===== src/pkg/asrp_pkg.sv =====
// constants and types of the block
`default_nettype none
package asrp_pkg;
   localparam int CLK_HZ            = 25_000_000;
   localparam int CLK_PER_US        = CLK_HZ / 1_000_000;
   localparam int REENABLE_NS       = 4000;
   localparam int REENABLE_CYCLES   = REENABLE_NS * CLK_PER_US / 1000;
   localparam int RESET_MIN_NS      = 300;
   localparam int RESET_HOLD_CYCLES = (RESET_MIN_NS * CLK_PER_US + 999) / 1000;
   localparam int SECOND_CYCLES     = CLK_HZ;
   localparam int MS_CYCLES         = CLK_HZ / 1000;
   localparam int SETTLE_CYCLES     = 3;
   // 10 MHz over 25 MHz: add 4, wrap at 5 per divisor step
   localparam int FREQ_ACC_STEP     = 4;
   localparam int FREQ_ACC_UNIT     = 5;
   localparam logic [8:0]  WIDTH_MIN_MS   = 9'h001;
   localparam logic [8:0]  WIDTH_MAX_MS   = 9'h1F4;
   localparam logic [8:0]  WIDTH_RESET    = 9'h064;
   localparam logic [15:0] BAUD_DIV_RESET = 16'h00D8;
   localparam logic [7:0] OFS_CTRL        = 8'h00;
   localparam logic [7:0] OFS_WIDTH       = 8'h04;
   localparam logic [7:0] OFS_CABLE_DELAY = 8'h08;
   localparam logic [7:0] OFS_FREQ_DIV    = 8'h0C;
   localparam logic [7:0] OFS_ANT_STATUS  = 8'h10;
   localparam logic [7:0] OFS_EVENT_SEC   = 8'h14;
   localparam logic [7:0] OFS_EVENT_SUB   = 8'h18;
   localparam logic [7:0] OFS_IRQ_STATUS  = 8'h1C;
   localparam logic [7:0] OFS_IRQ_MASK    = 8'h20;
   localparam logic [7:0] OFS_BAUD_A      = 8'h24;
   localparam logic [7:0] OFS_BAUD_B      = 8'h28;
   localparam logic [7:0] OFS_TX_A        = 8'h2C;
   localparam logic [7:0] OFS_TX_B        = 8'h30;
   localparam logic [7:0] OFS_SERIAL_STAT = 8'h34;
   localparam int CTRL_PULSE_EN = 0;
   localparam int CTRL_POLARITY = 1;
   localparam int CTRL_EVEN_SEC = 2;
   localparam int CTRL_SW_RESET = 3;
   localparam logic [2:0] CTRL_RESET = 3'h1;
   localparam int IRQ_EVENT  = 0;
   localparam int IRQ_ANT    = 1;
   localparam int IRQ_SECOND = 2;
   localparam int IRQ_W      = 3;
   localparam logic [1:0] RESP_OKAY   = 2'h0;
   localparam logic [1:0] RESP_SLVERR = 2'h2;
   typedef enum logic [1:0] {
      ANT_NORMAL  = 2'h0,
      ANT_OPEN    = 2'h1,
      ANT_SHORTED = 2'h2,
      ANT_UNDEF   = 2'h3
   } asrp_ant_t;
   typedef enum logic [1:0] {
      REEN_IDLE   = 2'h0,
      REEN_DRIVE  = 2'h1,
      REEN_SETTLE = 2'h2
   } asrp_reen_t;
endpackage
`default_nettype wire


===== src/verilog/asrp_serial_tx.sv =====
// serial transmitter, 8 data bits, 1 stop bit
`default_nettype none
module asrp_serial_tx #(
   parameter int DIV_W = 16
) (
   // clock and reset
   input  wire logic             aclk,
   input  wire logic             aresetn,
   // control
   input  wire logic [DIV_W-1:0] baud_div,
   input  wire logic             start,
   input  wire logic [7:0]       data,
   // line and state
   output var  logic             tx_line,
   output var  logic             busy
);
   logic [DIV_W-1:0] baud_cnt;
   logic [9:0]       shift;
   logic [3:0]       bits_left;

   // each bit stands baud_div+1 cycles; a start while busy is dropped
   always_ff @(posedge aclk) begin
      if (!aresetn) begin
         tx_line   <= 1'b1;
         busy      <= 1'b0;
         baud_cnt  <= '0;
         shift     <= 10'h3FF;
         bits_left <= 4'h0;
      end else if (!busy) begin
         if (start) begin
            shift     <= {1'b1, data, 1'b0};
            bits_left <= 4'hA;
            busy      <= 1'b1;
            baud_cnt  <= '0;
         end
      end else if (baud_cnt != '0) begin
         baud_cnt <= baud_cnt - 1'b1;
      end else if (bits_left == 4'h0) begin
         busy <= 1'b0;
      end else begin
         tx_line   <= shift[0];
         shift     <= {1'b1, shift[9:1]};
         bits_left <= bits_left - 4'h1;
         baud_cnt  <= baud_div;
      end
   end
endmodule
`default_nettype wire


===== src/verilog/asrp_top.sv =====
// antenna sensing, reset pin, timing pulse and serial ports behind an AXI4-Lite slave
//
// Functional notes
// - short line is an input; after power-up or short, drive high 4 us each second
// - decode short/open levels: 11 open, 10 normal, 00 shorted, 01 undefined; report it
// - reset pin low keeps the device in reset; pull-up keeps it high otherwise
// - software reset drives the reset pin low from inside
// - 1 Hz timing pulse by default, optionally an even-second pulse instead
// - timing pulse high time programmable from 1 ms to 500 ms
// - host sets cable delay, enable and polarity, applied to the pulse output
// - timing pin may give 10 MHz divided by an integer
// - both serial ports run at a baud rate the user selects
// - timestamp each event rising edge and offer it to the host
`default_nettype none
module asrp_top #(
   parameter int SECOND_CYCLES = asrp_pkg::SECOND_CYCLES,
   parameter int MS_CYCLES     = asrp_pkg::MS_CYCLES
) (
   // clock and reset
   input  wire logic        aclk,
   input  wire logic        aresetn,
   // AXI4-Lite slave
   input  wire logic [7:0]  s_axi_awaddr,
   input  wire logic        s_axi_awvalid,
   output var  logic        s_axi_awready,
   input  wire logic [31:0] s_axi_wdata,
   input  wire logic [3:0]  s_axi_wstrb,
   input  wire logic        s_axi_wvalid,
   output var  logic        s_axi_wready,
   output var  logic [1:0]  s_axi_bresp,
   output var  logic        s_axi_bvalid,
   input  wire logic        s_axi_bready,
   input  wire logic [7:0]  s_axi_araddr,
   input  wire logic        s_axi_arvalid,
   output var  logic        s_axi_arready,
   output var  logic [31:0] s_axi_rdata,
   output var  logic [1:0]  s_axi_rresp,
   output var  logic        s_axi_rvalid,
   input  wire logic        s_axi_rready,
   // antenna sensing
   input  wire logic        antenna_open_input,
   input  wire logic        antenna_short_line_in,
   output wire logic        antenna_short_line_out,
   output wire logic        antenna_short_line_oe,
   // open-drain reset pin
   input  wire logic        reset_pin_in,
   output wire logic        reset_pin_out,
   output var  logic        reset_pin_oe,
   // timing pulse and event
   output var  logic        second_pulse_out,
   input  wire logic        event_input,
   // serial ports
   input  wire logic        serial_a_receive,
   input  wire logic        serial_b_receive,
   output wire logic        serial_a_transmit,
   output wire logic        serial_b_transmit,
   // interrupt
   output var  logic        irq
);
   localparam int SEC_W = $clog2(SECOND_CYCLES);

   function automatic logic [31:0] merge_strb(input logic [31:0] old_v,
                                              input logic [31:0] new_v,
                                              input logic [3:0]  strb);
      logic [31:0] res;
      res = old_v;
      for (int i = 0; i < 4; i++) begin
         if (strb[i]) res[i*8 +: 8] = new_v[i*8 +: 8];
      end
      return res;
   endfunction

   function automatic asrp_pkg::asrp_ant_t decode_ant(input logic short_lv,
                                                       input logic open_lv);
      case ({short_lv, open_lv})
         2'h3:    return asrp_pkg::ANT_OPEN;
         2'h2:    return asrp_pkg::ANT_NORMAL;
         2'h0:    return asrp_pkg::ANT_SHORTED;
         default: return asrp_pkg::ANT_UNDEF;
      endcase
   endfunction

   // pin low, ours or outside, resets the core
   wire core_rst = !aresetn || !reset_pin_in;

   // bus handshake
   logic              aw_full;
   logic              w_full;
   logic [7:0]        awaddr_q;
   logic [31:0]       wdata_q;
   logic [3:0]        wstrb_q;
   wire               do_write = aw_full && w_full && !s_axi_bvalid;
   wire               ar_take  = s_axi_arvalid && s_axi_arready;
   wire               wr_known;
   wire               rd_known;
   wire [31:0]        rd_data;

   always_ff @(posedge aclk) begin
      if (!aresetn) begin
         aw_full       <= 1'b0;
         w_full        <= 1'b0;
         awaddr_q      <= 8'h00;
         wdata_q       <= 32'h00000000;
         wstrb_q       <= 4'h0;
         s_axi_awready <= 1'b1;
         s_axi_wready  <= 1'b1;
         s_axi_bvalid  <= 1'b0;
         s_axi_bresp   <= asrp_pkg::RESP_OKAY;
      end else begin
         if (s_axi_awvalid && s_axi_awready) begin
            aw_full       <= 1'b1;
            awaddr_q      <= s_axi_awaddr;
            s_axi_awready <= 1'b0;
         end
         if (s_axi_wvalid && s_axi_wready) begin
            w_full       <= 1'b1;
            wdata_q      <= s_axi_wdata;
            wstrb_q      <= s_axi_wstrb;
            s_axi_wready <= 1'b0;
         end
         if (do_write) begin
            aw_full      <= 1'b0;
            w_full       <= 1'b0;
            s_axi_bvalid <= 1'b1;
            s_axi_bresp  <= wr_known ? asrp_pkg::RESP_OKAY : asrp_pkg::RESP_SLVERR;
         end
         if (s_axi_bvalid && s_axi_bready) begin
            s_axi_bvalid  <= 1'b0;
            s_axi_awready <= 1'b1;
            s_axi_wready  <= 1'b1;
         end
      end
   end

   always_ff @(posedge aclk) begin
      if (!aresetn) begin
         s_axi_arready <= 1'b1;
         s_axi_rvalid  <= 1'b0;
         s_axi_rdata   <= 32'h00000000;
         s_axi_rresp   <= asrp_pkg::RESP_OKAY;
      end else if (ar_take) begin
         s_axi_arready <= 1'b0;
         s_axi_rvalid  <= 1'b1;
         s_axi_rdata   <= rd_data;
         s_axi_rresp   <= rd_known ? asrp_pkg::RESP_OKAY : asrp_pkg::RESP_SLVERR;
      end else if (s_axi_rvalid && s_axi_rready) begin
         s_axi_rvalid  <= 1'b0;
         s_axi_arready <= 1'b1;
      end
   end

   // registers
   logic [2:0]             ctrl;
   logic [8:0]             width_ms;
   logic [23:0]            cable_delay;
   logic [15:0]            freq_div;
   logic [asrp_pkg::IRQ_W-1:0] irq_status;
   logic [asrp_pkg::IRQ_W-1:0] irq_mask;
   logic [15:0]            baud_div [2];
   logic [7:0]             tx_data  [2];
   logic [1:0]             tx_start;
   logic [1:0]             tx_busy;
   logic [asrp_pkg::IRQ_W-1:0] irq_set;
   asrp_pkg::asrp_ant_t    ant_status;
   logic [31:0]            sec_count;
   logic [31:0]            ev_sec;
   logic [31:0]            ev_sub;
   logic                   reen_active;

   wire [31:0] wr_word = merge_strb(32'h00000000, wdata_q, wstrb_q);
   wire wr_ctrl  = do_write && awaddr_q == asrp_pkg::OFS_CTRL;
   wire wr_irq   = do_write && awaddr_q == asrp_pkg::OFS_IRQ_STATUS;
   wire sw_reset = wr_ctrl && wr_word[asrp_pkg::CTRL_SW_RESET];
   assign wr_known = awaddr_q <= asrp_pkg::OFS_SERIAL_STAT && awaddr_q[1:0] == 2'h0;
   wire [7:0] rd_ofs = s_axi_araddr;
   assign rd_known = rd_ofs <= asrp_pkg::OFS_SERIAL_STAT && rd_ofs[1:0] == 2'h0;

   always_ff @(posedge aclk) begin
      if (core_rst) begin
         ctrl        <= asrp_pkg::CTRL_RESET;
         width_ms    <= asrp_pkg::WIDTH_RESET;
         cable_delay <= 24'h000000;
         freq_div    <= 16'h0000;
         irq_mask    <= '0;
         baud_div[0] <= asrp_pkg::BAUD_DIV_RESET;
         baud_div[1] <= asrp_pkg::BAUD_DIV_RESET;
         tx_data[0]  <= 8'h00;
         tx_data[1]  <= 8'h00;
         tx_start    <= 2'h0;
      end else begin
         tx_start <= 2'h0;
         if (do_write) begin
            case (awaddr_q)
               asrp_pkg::OFS_CTRL:        ctrl        <= wr_word[2:0];
               asrp_pkg::OFS_WIDTH:       width_ms    <= wr_word[8:0];
               asrp_pkg::OFS_CABLE_DELAY: cable_delay <= wr_word[23:0];
               asrp_pkg::OFS_FREQ_DIV:    freq_div    <= wr_word[15:0];
               asrp_pkg::OFS_IRQ_MASK:    irq_mask    <= wr_word[asrp_pkg::IRQ_W-1:0];
               asrp_pkg::OFS_BAUD_A:      baud_div[0] <= wr_word[15:0];
               asrp_pkg::OFS_BAUD_B:      baud_div[1] <= wr_word[15:0];
               asrp_pkg::OFS_TX_A: begin
                  tx_data[0]  <= wr_word[7:0];
                  tx_start[0] <= wstrb_q[0];
               end
               asrp_pkg::OFS_TX_B: begin
                  tx_data[1]  <= wr_word[7:0];
                  tx_start[1] <= wstrb_q[0];
               end
               default: ;
            endcase
         end
      end
   end

   // a hardware set wins over a same-cycle clear
   always_ff @(posedge aclk) begin
      if (core_rst) begin
         irq_status <= '0;
         irq        <= 1'b0;
      end else begin
         irq_status <= (irq_status & ~(wr_irq ? wr_word[asrp_pkg::IRQ_W-1:0] : '0)) | irq_set;
         irq        <= |(irq_status & irq_mask);
      end
   end

   assign rd_data =
      (rd_ofs == asrp_pkg::OFS_CTRL)        ? {29'h0, ctrl} :
      (rd_ofs == asrp_pkg::OFS_WIDTH)       ? {23'h0, width_ms} :
      (rd_ofs == asrp_pkg::OFS_CABLE_DELAY) ? {8'h00, cable_delay} :
      (rd_ofs == asrp_pkg::OFS_FREQ_DIV)    ? {16'h0000, freq_div} :
      (rd_ofs == asrp_pkg::OFS_ANT_STATUS)  ? {29'h0, reen_active, ant_status} :
      (rd_ofs == asrp_pkg::OFS_EVENT_SEC)   ? ev_sec :
      (rd_ofs == asrp_pkg::OFS_EVENT_SUB)   ? ev_sub :
      (rd_ofs == asrp_pkg::OFS_IRQ_STATUS)  ? {29'h0, irq_status} :
      (rd_ofs == asrp_pkg::OFS_IRQ_MASK)    ? {29'h0, irq_mask} :
      (rd_ofs == asrp_pkg::OFS_BAUD_A)      ? {16'h0000, baud_div[0]} :
      (rd_ofs == asrp_pkg::OFS_BAUD_B)      ? {16'h0000, baud_div[1]} :
      (rd_ofs == asrp_pkg::OFS_TX_A)        ? {24'h000000, tx_data[0]} :
      (rd_ofs == asrp_pkg::OFS_TX_B)        ? {24'h000000, tx_data[1]} :
      (rd_ofs == asrp_pkg::OFS_SERIAL_STAT) ?
         {28'h0, serial_b_receive, serial_a_receive, tx_busy} : 32'h00000000;

   // software reset drive
   // aresetn only, so our own low cannot cut the drive short
   logic [3:0] rst_hold;
   always_ff @(posedge aclk) begin
      if (!aresetn) begin
         rst_hold     <= 4'h0;
         reset_pin_oe <= 1'b0;
      end else if (sw_reset) begin
         rst_hold     <= 4'(asrp_pkg::RESET_HOLD_CYCLES - 1);
         reset_pin_oe <= 1'b1;
      end else if (rst_hold != 4'h0) begin
         rst_hold <= rst_hold - 4'h1;
      end else begin
         reset_pin_oe <= 1'b0;
      end
   end
   assign reset_pin_out = 1'b0;

   // second time base
   logic [SEC_W-1:0] sec_cnt;
   logic             even_phase;
   wire              sec_wrap = sec_cnt == SEC_W'(SECOND_CYCLES - 1);
   always_ff @(posedge aclk) begin
      if (core_rst) begin
         sec_cnt    <= '0;
         sec_count  <= 32'h00000000;
         even_phase <= 1'b1;
      end else if (sec_wrap) begin
         sec_cnt    <= '0;
         sec_count  <= sec_count + 32'h1;
         even_phase <= !even_phase;
      end else begin
         sec_cnt <= sec_cnt + 1'b1;
      end
   end

   // timing pulse
   logic        pulse_hi;
   logic [31:0] hi_cnt;
   logic        sq_level;
   logic [19:0] freq_acc;
   wire  [8:0]  width_eff = (width_ms < asrp_pkg::WIDTH_MIN_MS) ? asrp_pkg::WIDTH_MIN_MS :
                            (width_ms > asrp_pkg::WIDTH_MAX_MS) ? asrp_pkg::WIDTH_MAX_MS :
                            width_ms;
   wire  [31:0] width_cyc = 32'(width_eff) * 32'(MS_CYCLES);
   wire         pulse_go  = (32'(sec_cnt) == 32'(cable_delay)) &&
                            (!ctrl[asrp_pkg::CTRL_EVEN_SEC] || even_phase);
   wire  [19:0] freq_lim  = 20'(freq_div) * 20'(asrp_pkg::FREQ_ACC_UNIT);
   wire  [19:0] acc_next  = freq_acc + 20'(asrp_pkg::FREQ_ACC_STEP);
   wire         freq_mode = freq_div != 16'h0000;
   wire         level     = freq_mode ? sq_level : pulse_hi;

   always_ff @(posedge aclk) begin
      if (core_rst) begin
         pulse_hi <= 1'b0;
         hi_cnt   <= 32'h00000000;
      end else if (pulse_go) begin
         pulse_hi <= 1'b1;
         hi_cnt   <= 32'h00000001;
      end else if (pulse_hi && hi_cnt >= width_cyc) begin
         pulse_hi <= 1'b0;
      end else begin
         hi_cnt <= hi_cnt + 32'h1;
      end
   end

   // toggling every 5N/4 clocks averages out to 10 MHz / N
   always_ff @(posedge aclk) begin
      if (core_rst || !freq_mode) begin
         freq_acc <= 20'h00000;
         sq_level <= 1'b0;
      end else if (acc_next >= freq_lim) begin
         freq_acc <= acc_next - freq_lim;
         sq_level <= !sq_level;
      end else begin
         freq_acc <= acc_next;
      end
   end

   always_ff @(posedge aclk) begin
      if (core_rst) begin
         second_pulse_out <= 1'b0;
      end else begin
         second_pulse_out <= ctrl[asrp_pkg::CTRL_PULSE_EN] ?
                             (level ^ ctrl[asrp_pkg::CTRL_POLARITY]) :
                             ctrl[asrp_pkg::CTRL_POLARITY];
      end
   end

   // antenna sensing
   logic [1:0]           sense_s1;
   logic [1:0]           sense_s2;
   asrp_pkg::asrp_reen_t reen_state;
   logic [6:0]           reen_cnt;
   logic                 armed;
   wire asrp_pkg::asrp_ant_t ant_now = decode_ant(sense_s2[1], sense_s2[0]);

   always_ff @(posedge aclk) begin
      if (core_rst) begin
         sense_s1 <= 2'h2;
         sense_s2 <= 2'h2;
      end else begin
         sense_s1 <= {antenna_short_line_in, antenna_open_input};
         sense_s2 <= sense_s1;
      end
   end

   always_ff @(posedge aclk) begin
      if (core_rst) begin
         reen_state  <= asrp_pkg::REEN_IDLE;
         reen_cnt    <= 7'h00;
         reen_active <= 1'b0;
         armed       <= 1'b1;
         ant_status  <= asrp_pkg::ANT_NORMAL;
      end else begin
         case (reen_state)
            asrp_pkg::REEN_IDLE: begin
               ant_status <= ant_now;
               if (ant_now == asrp_pkg::ANT_SHORTED) armed <= 1'b1;
               if (armed && sec_wrap) begin
                  reen_state  <= asrp_pkg::REEN_DRIVE;
                  reen_cnt    <= 7'h00;
                  reen_active <= 1'b1;
               end
            end
            asrp_pkg::REEN_DRIVE: begin
               reen_cnt <= reen_cnt + 7'h01;
               if (reen_cnt == 7'(asrp_pkg::REENABLE_CYCLES - 1)) begin
                  reen_state  <= asrp_pkg::REEN_SETTLE;
                  reen_cnt    <= 7'h00;
                  reen_active <= 1'b0;
               end
            end
            asrp_pkg::REEN_SETTLE: begin
               // our own drive is still in the synchroniser; wait it out
               reen_cnt <= reen_cnt + 7'h01;
               if (reen_cnt == 7'(asrp_pkg::SETTLE_CYCLES - 1)) begin
                  reen_state <= asrp_pkg::REEN_IDLE;
                  armed      <= 1'b0;
               end
            end
            default: reen_state <= asrp_pkg::REEN_IDLE;
         endcase
      end
   end
   assign antenna_short_line_out = reen_active;
   assign antenna_short_line_oe  = reen_active;

   // event capture
   logic event_prev;
   wire  event_rise = event_input && !event_prev;
   always_ff @(posedge aclk) begin
      if (core_rst) begin
         event_prev <= 1'b0;
         ev_sec     <= 32'h00000000;
         ev_sub     <= 32'h00000000;
      end else begin
         event_prev <= event_input;
         if (event_rise) begin
            ev_sec <= sec_count;
            ev_sub <= 32'(sec_cnt);
         end
      end
   end

   assign irq_set[asrp_pkg::IRQ_EVENT]  = event_rise;
   assign irq_set[asrp_pkg::IRQ_ANT]    = reen_state == asrp_pkg::REEN_IDLE &&
                                          ant_now != ant_status;
   assign irq_set[asrp_pkg::IRQ_SECOND] = sec_wrap;

   // serial ports
   wire [1:0] tx_line;
   genvar gi;
   generate
      for (gi = 0; gi < 2; gi++) begin : g_tx
         asrp_serial_tx #(.DIV_W(16)) u_tx (
            .aclk     (aclk),
            .aresetn  (!core_rst),
            .baud_div (baud_div[gi]),
            .start    (tx_start[gi]),
            .data     (tx_data[gi]),
            .tx_line  (tx_line[gi]),
            .busy     (tx_busy[gi])
         );
      end
   endgenerate
   assign serial_a_transmit = tx_line[0];
   assign serial_b_transmit = tx_line[1];
endmodule
`default_nettype wire


===== config.mk =====
export PLATFORM = sky130hd
export DESIGN_NAME = asrp_top
export DESIGN_NICKNAME = d
export VERILOG_FILES = /design/src/pkg/asrp_pkg.sv /design/src/verilog/asrp_serial_tx.sv /design/src/verilog/asrp_top.sv
export SDC_FILE = /design/constraint.sdc
export NUM_CORES = 1
export LEC_CHECK = 0
export BUFFER_PORTS_ARGS = -buffer_cell sky130_fd_sc_hd__buf_2
export CORE_AREA = 10 10 228 230
export CTS_CLUSTER_DIAMETER = 30
export CTS_CLUSTER_SIZE = 20
export DETAILED_ROUTE_END_ITERATION = 8
export DIE_AREA = 0 0 238 240
export PLACE_DENSITY = 0.77
export SKIP_CTS_REPAIR_TIMING = 1
export SYNTH_ARGS = -nofsm -noshare
export SYNTH_HDL_FRONTEND = slang
export SYNTH_SLANG_ARGS = --single-unit

===== constraint.sdc =====
create_clock -name aclk -period 20.7 [get_ports aclk]
set_clock_uncertainty 0.05 [all_clocks]
set_input_delay 4.14 -clock aclk [delete_from_list [all_inputs] [get_ports aclk]]
set_output_delay 4.14 -clock aclk [all_outputs]
set_load 0.01 [all_outputs]

==> flow_summary.ini <==
[routing]
drc = 0
wl_um = 68300
drt_iter0_drc = 2161
routedWlPerCell_um = 19.0
ant_nets = 0
vias = 21100
first_pass_iters = 7
vias_per_cell = 5.90

[timing]
setup_ws_ns = 12.54
fin_crit_ns = 8.16
worst_pin_slew_ns = 1.17
slew_headroom_pct = 21.8
hold_viol = 0
rsz0062_at_grt = false
clock.fmax_mhz = 123
whs_ns = 0.353
drv_slew = 0
setup_viol = 0
period_share_pct = 39.4
finalSetupTns_ns = 0

[synthesis]
synth.avg_cell_area_um2 = 8.33
yosys.area.top_type_share_pct = 33.5
synth_area_leader_cell = dfxtp_1
yosys_most_used_dff = dfxtp_1
synth.cell_area_um2 = 23500
ys_top_cells_by_count = nand2_1, dfxtp_1, nor2_1, a21oi_1, ha_1
synth_edf_count = 48
syn_inst = 2817
seq_area_frac_synth_pct = 39.6
synthArstFlopShare_pct = 0
synth_cell_type_count = 90
synth_seq_cells = 440
synth.most_common_cell = nand2_1
synth_area_leaders = dfxtp_1, ha_1, nand2_1
yosys_warnings = 0

[worst_setup_path]
r2r-end = hi_cnt[25]
critical-path-max-stage-delay_ns = 0.85
startpoint_type = flip-flop
reg2reg_slack_ns = 12.54
rr_startpoint = width_ms[6]
criticalPathCategory = reg2reg
worstPathRequired_ns = 21.19
cpMaxStageDelayCell = o41ai_1
r2r_cells = 28
crit_fanout = 25
path_delay_family = compound AO/OA/AOI/OAI gates
crit_buf_inv = 4
cp-end-kind = flip-flop
worstPathArrival_ns = 8.65

[floorplan]
core_um2 = 47300
die_h_um = 240
dieWidth_um = 238
rows = 80
dieArea_um2 = 57100
io_pins = 114
start_util_pct = 49.5

[cells_and_area]
multi_input_area_um2 = 13200
utilization_pct = 58.0
nNetsFinal = 3117
design_area_um2 = 27400
nFillCells = 4029
drive_gt1_share_pct = 10.7
final_cells = 3584
regArea_um2 = 9290
area_growth_pct = 17.0

[placement]
placed_area_um2 = 24300
place.gp.congestion = 0.977
place_inst = 3415
numPortBuffers = 101
hpwlAfterDp_um = 48900
place_ws_ns = 12.67

[status]
status = complete, no violations

[cts]
cts.clk_slew.worst_paths_ns = 0.06
cts_buffer_depth = 3
cts_root_buf = clkbuf_16
clk_latency_ns = 0.64
htreeDepth = 3
cts_sinks = 440
cts_tree = built
cts_buffers = 90

[global_route]
grt_usage_pct = 23.4
antenna_found_initial = 1
grt_max_degree = 93
grt_first_pass_wirelength_um = 108000
globalRouteOverflowTotal = 0
grt_pass1_vias = 20500

[pwr]
power.switching_mw = 0.576
netSwitchingFraction_pct = 23.8
ir_drop_mv = 0.0809
internal_power_mw = 1.85
power_density_nw_per_um2 = 88.3
comb_power_share_pct = 3.4
pwr-share-seq_pct = 36.8
power_mw = 2.42
p_leak_nw = 10.6
clock_power_share_pct = 59.8

[hold_path]
hold_depth = 1
holdPathEnd = sense_s2[1]
hold_start = sense_s1[1]
hold_class = reg2reg

[run]
drv_cap = 0
[power by group through the flow]
stage	clock network (mW)	registers [mW]	logic (mW)
final	1.45	0.891	0.0814
after global routing	1.50	0.892	0.0902
after CTS	1.46	0.891	0.0807
after detailed placement	0	0.907	0.0799
after global placement	0	0.906	0.0769
after floorplan	0	0.901	0.0551
[worst reg2reg max path, delay by kind of cell, from the launching register on]
kind	cells	cell delay (ns)
AOI/OAI and AO/OA	12	3.61
xor gates and xnor gates	1	0.15
adders and majority gates	6	2.28
buffers and inverters	4	0.23
DFF	1	0.44
and+or+nand+nor	5	1.30
[cell usage in the layout (no fill, tap or decap), types with 19 or more instances in the layout]
cell       synthesis  layout
nand4_1           38      38
xnor2_1           76      76
nor4_1            27      27
xor2_1            96      96
and3_1            39      39
o21ai_0          105     103
inv_1            119     119
a21boi_0          39      39
or3_1             25      25
nor3_1            46      46
clkbuf_16          0      91
mux2i_1           37      37
ha_1             141     141
a21oi_1          248     248
a22oi_1           52      52
nand3_1          108     108
dfxtp_1          392     392
nand2_1          399     398
o211ai_1          24      24
buf_2             17     101
edfxtp_1          48      48
nor2_1           331     331
nor2b_1           38      37
fa_1              19      19
[logic make-up after synthesis]
kind of cell	Yosys count	share of synthesized area, %
other	1	0.0160
AND/OR/NAND/NOR	1149	23.0
AO/OA/AOI/OAI	601	15.8
adder cells (fa/ha/maj)	160	9.14
multiplexers	37	1.58
buffers and inverters	256	4.32
XOR/XNOR	173	6.54
flip-flops	440	39.6
[layer usage]
| metal | vias up | part of all wire [%] | global-route usage [%] |
|---|---|---|---|
| met5 | - | 0 | 0 |
| met4 | 0 | 5.6 | 13.2 |
| met3 | 213 | 7.7 | 4.12 |
| met2 | 924 | 47 | 39.7 |
| met1 | 10000 | 39 | 27.6 |
| li1 | 9985 | - | - |
[flip-flops by register name, summed over array words and instances, names as in the netlist, 9 cells and up]
register            cells
baud_div               32
tx_data                16
ev_sec                 32
freq_div               16
freq_acc               20
sec_cnt                25
sec_count              32
ev_sub                 25
hi_cnt                 32
s_axi_rdata            32
g_tx.u_tx.baud_cnt     32
g_tx.u_tx.shift        18
wdata_q                24
width_ms                9
cable_delay            24
[cell type report]
class                      instances  share of cell area, %
sequential                       440                   33.8
multi-input combinational       2123                   48.1
clock inverter                    58                   2.53
clock buffer                     110                   8.81
timing repair buffer             118                   2.31
tap                              615                   2.80
inverter                         119                   1.63
antenna                            1                0.00912
[worst max path at each step]
stage           startpoint         end  slack [ns]  cells past startpoint
2_1_floorplan  width_ms[0]  hi_cnt[30]       14.21                     29
3_3_place_gp   width_ms[6]  hi_cnt[31]       12.85                     28
3_5_place_dp   width_ms[6]  hi_cnt[25]       12.67                     28
4_1_cts        width_ms[6]  hi_cnt[25]       12.61                     28
5_1_grt        width_ms[6]  hi_cnt[25]       12.13                     28
6_report       width_ms[6]  hi_cnt[25]       12.54                     28
No activity file was read; power rests on OpenSTA's default activity.
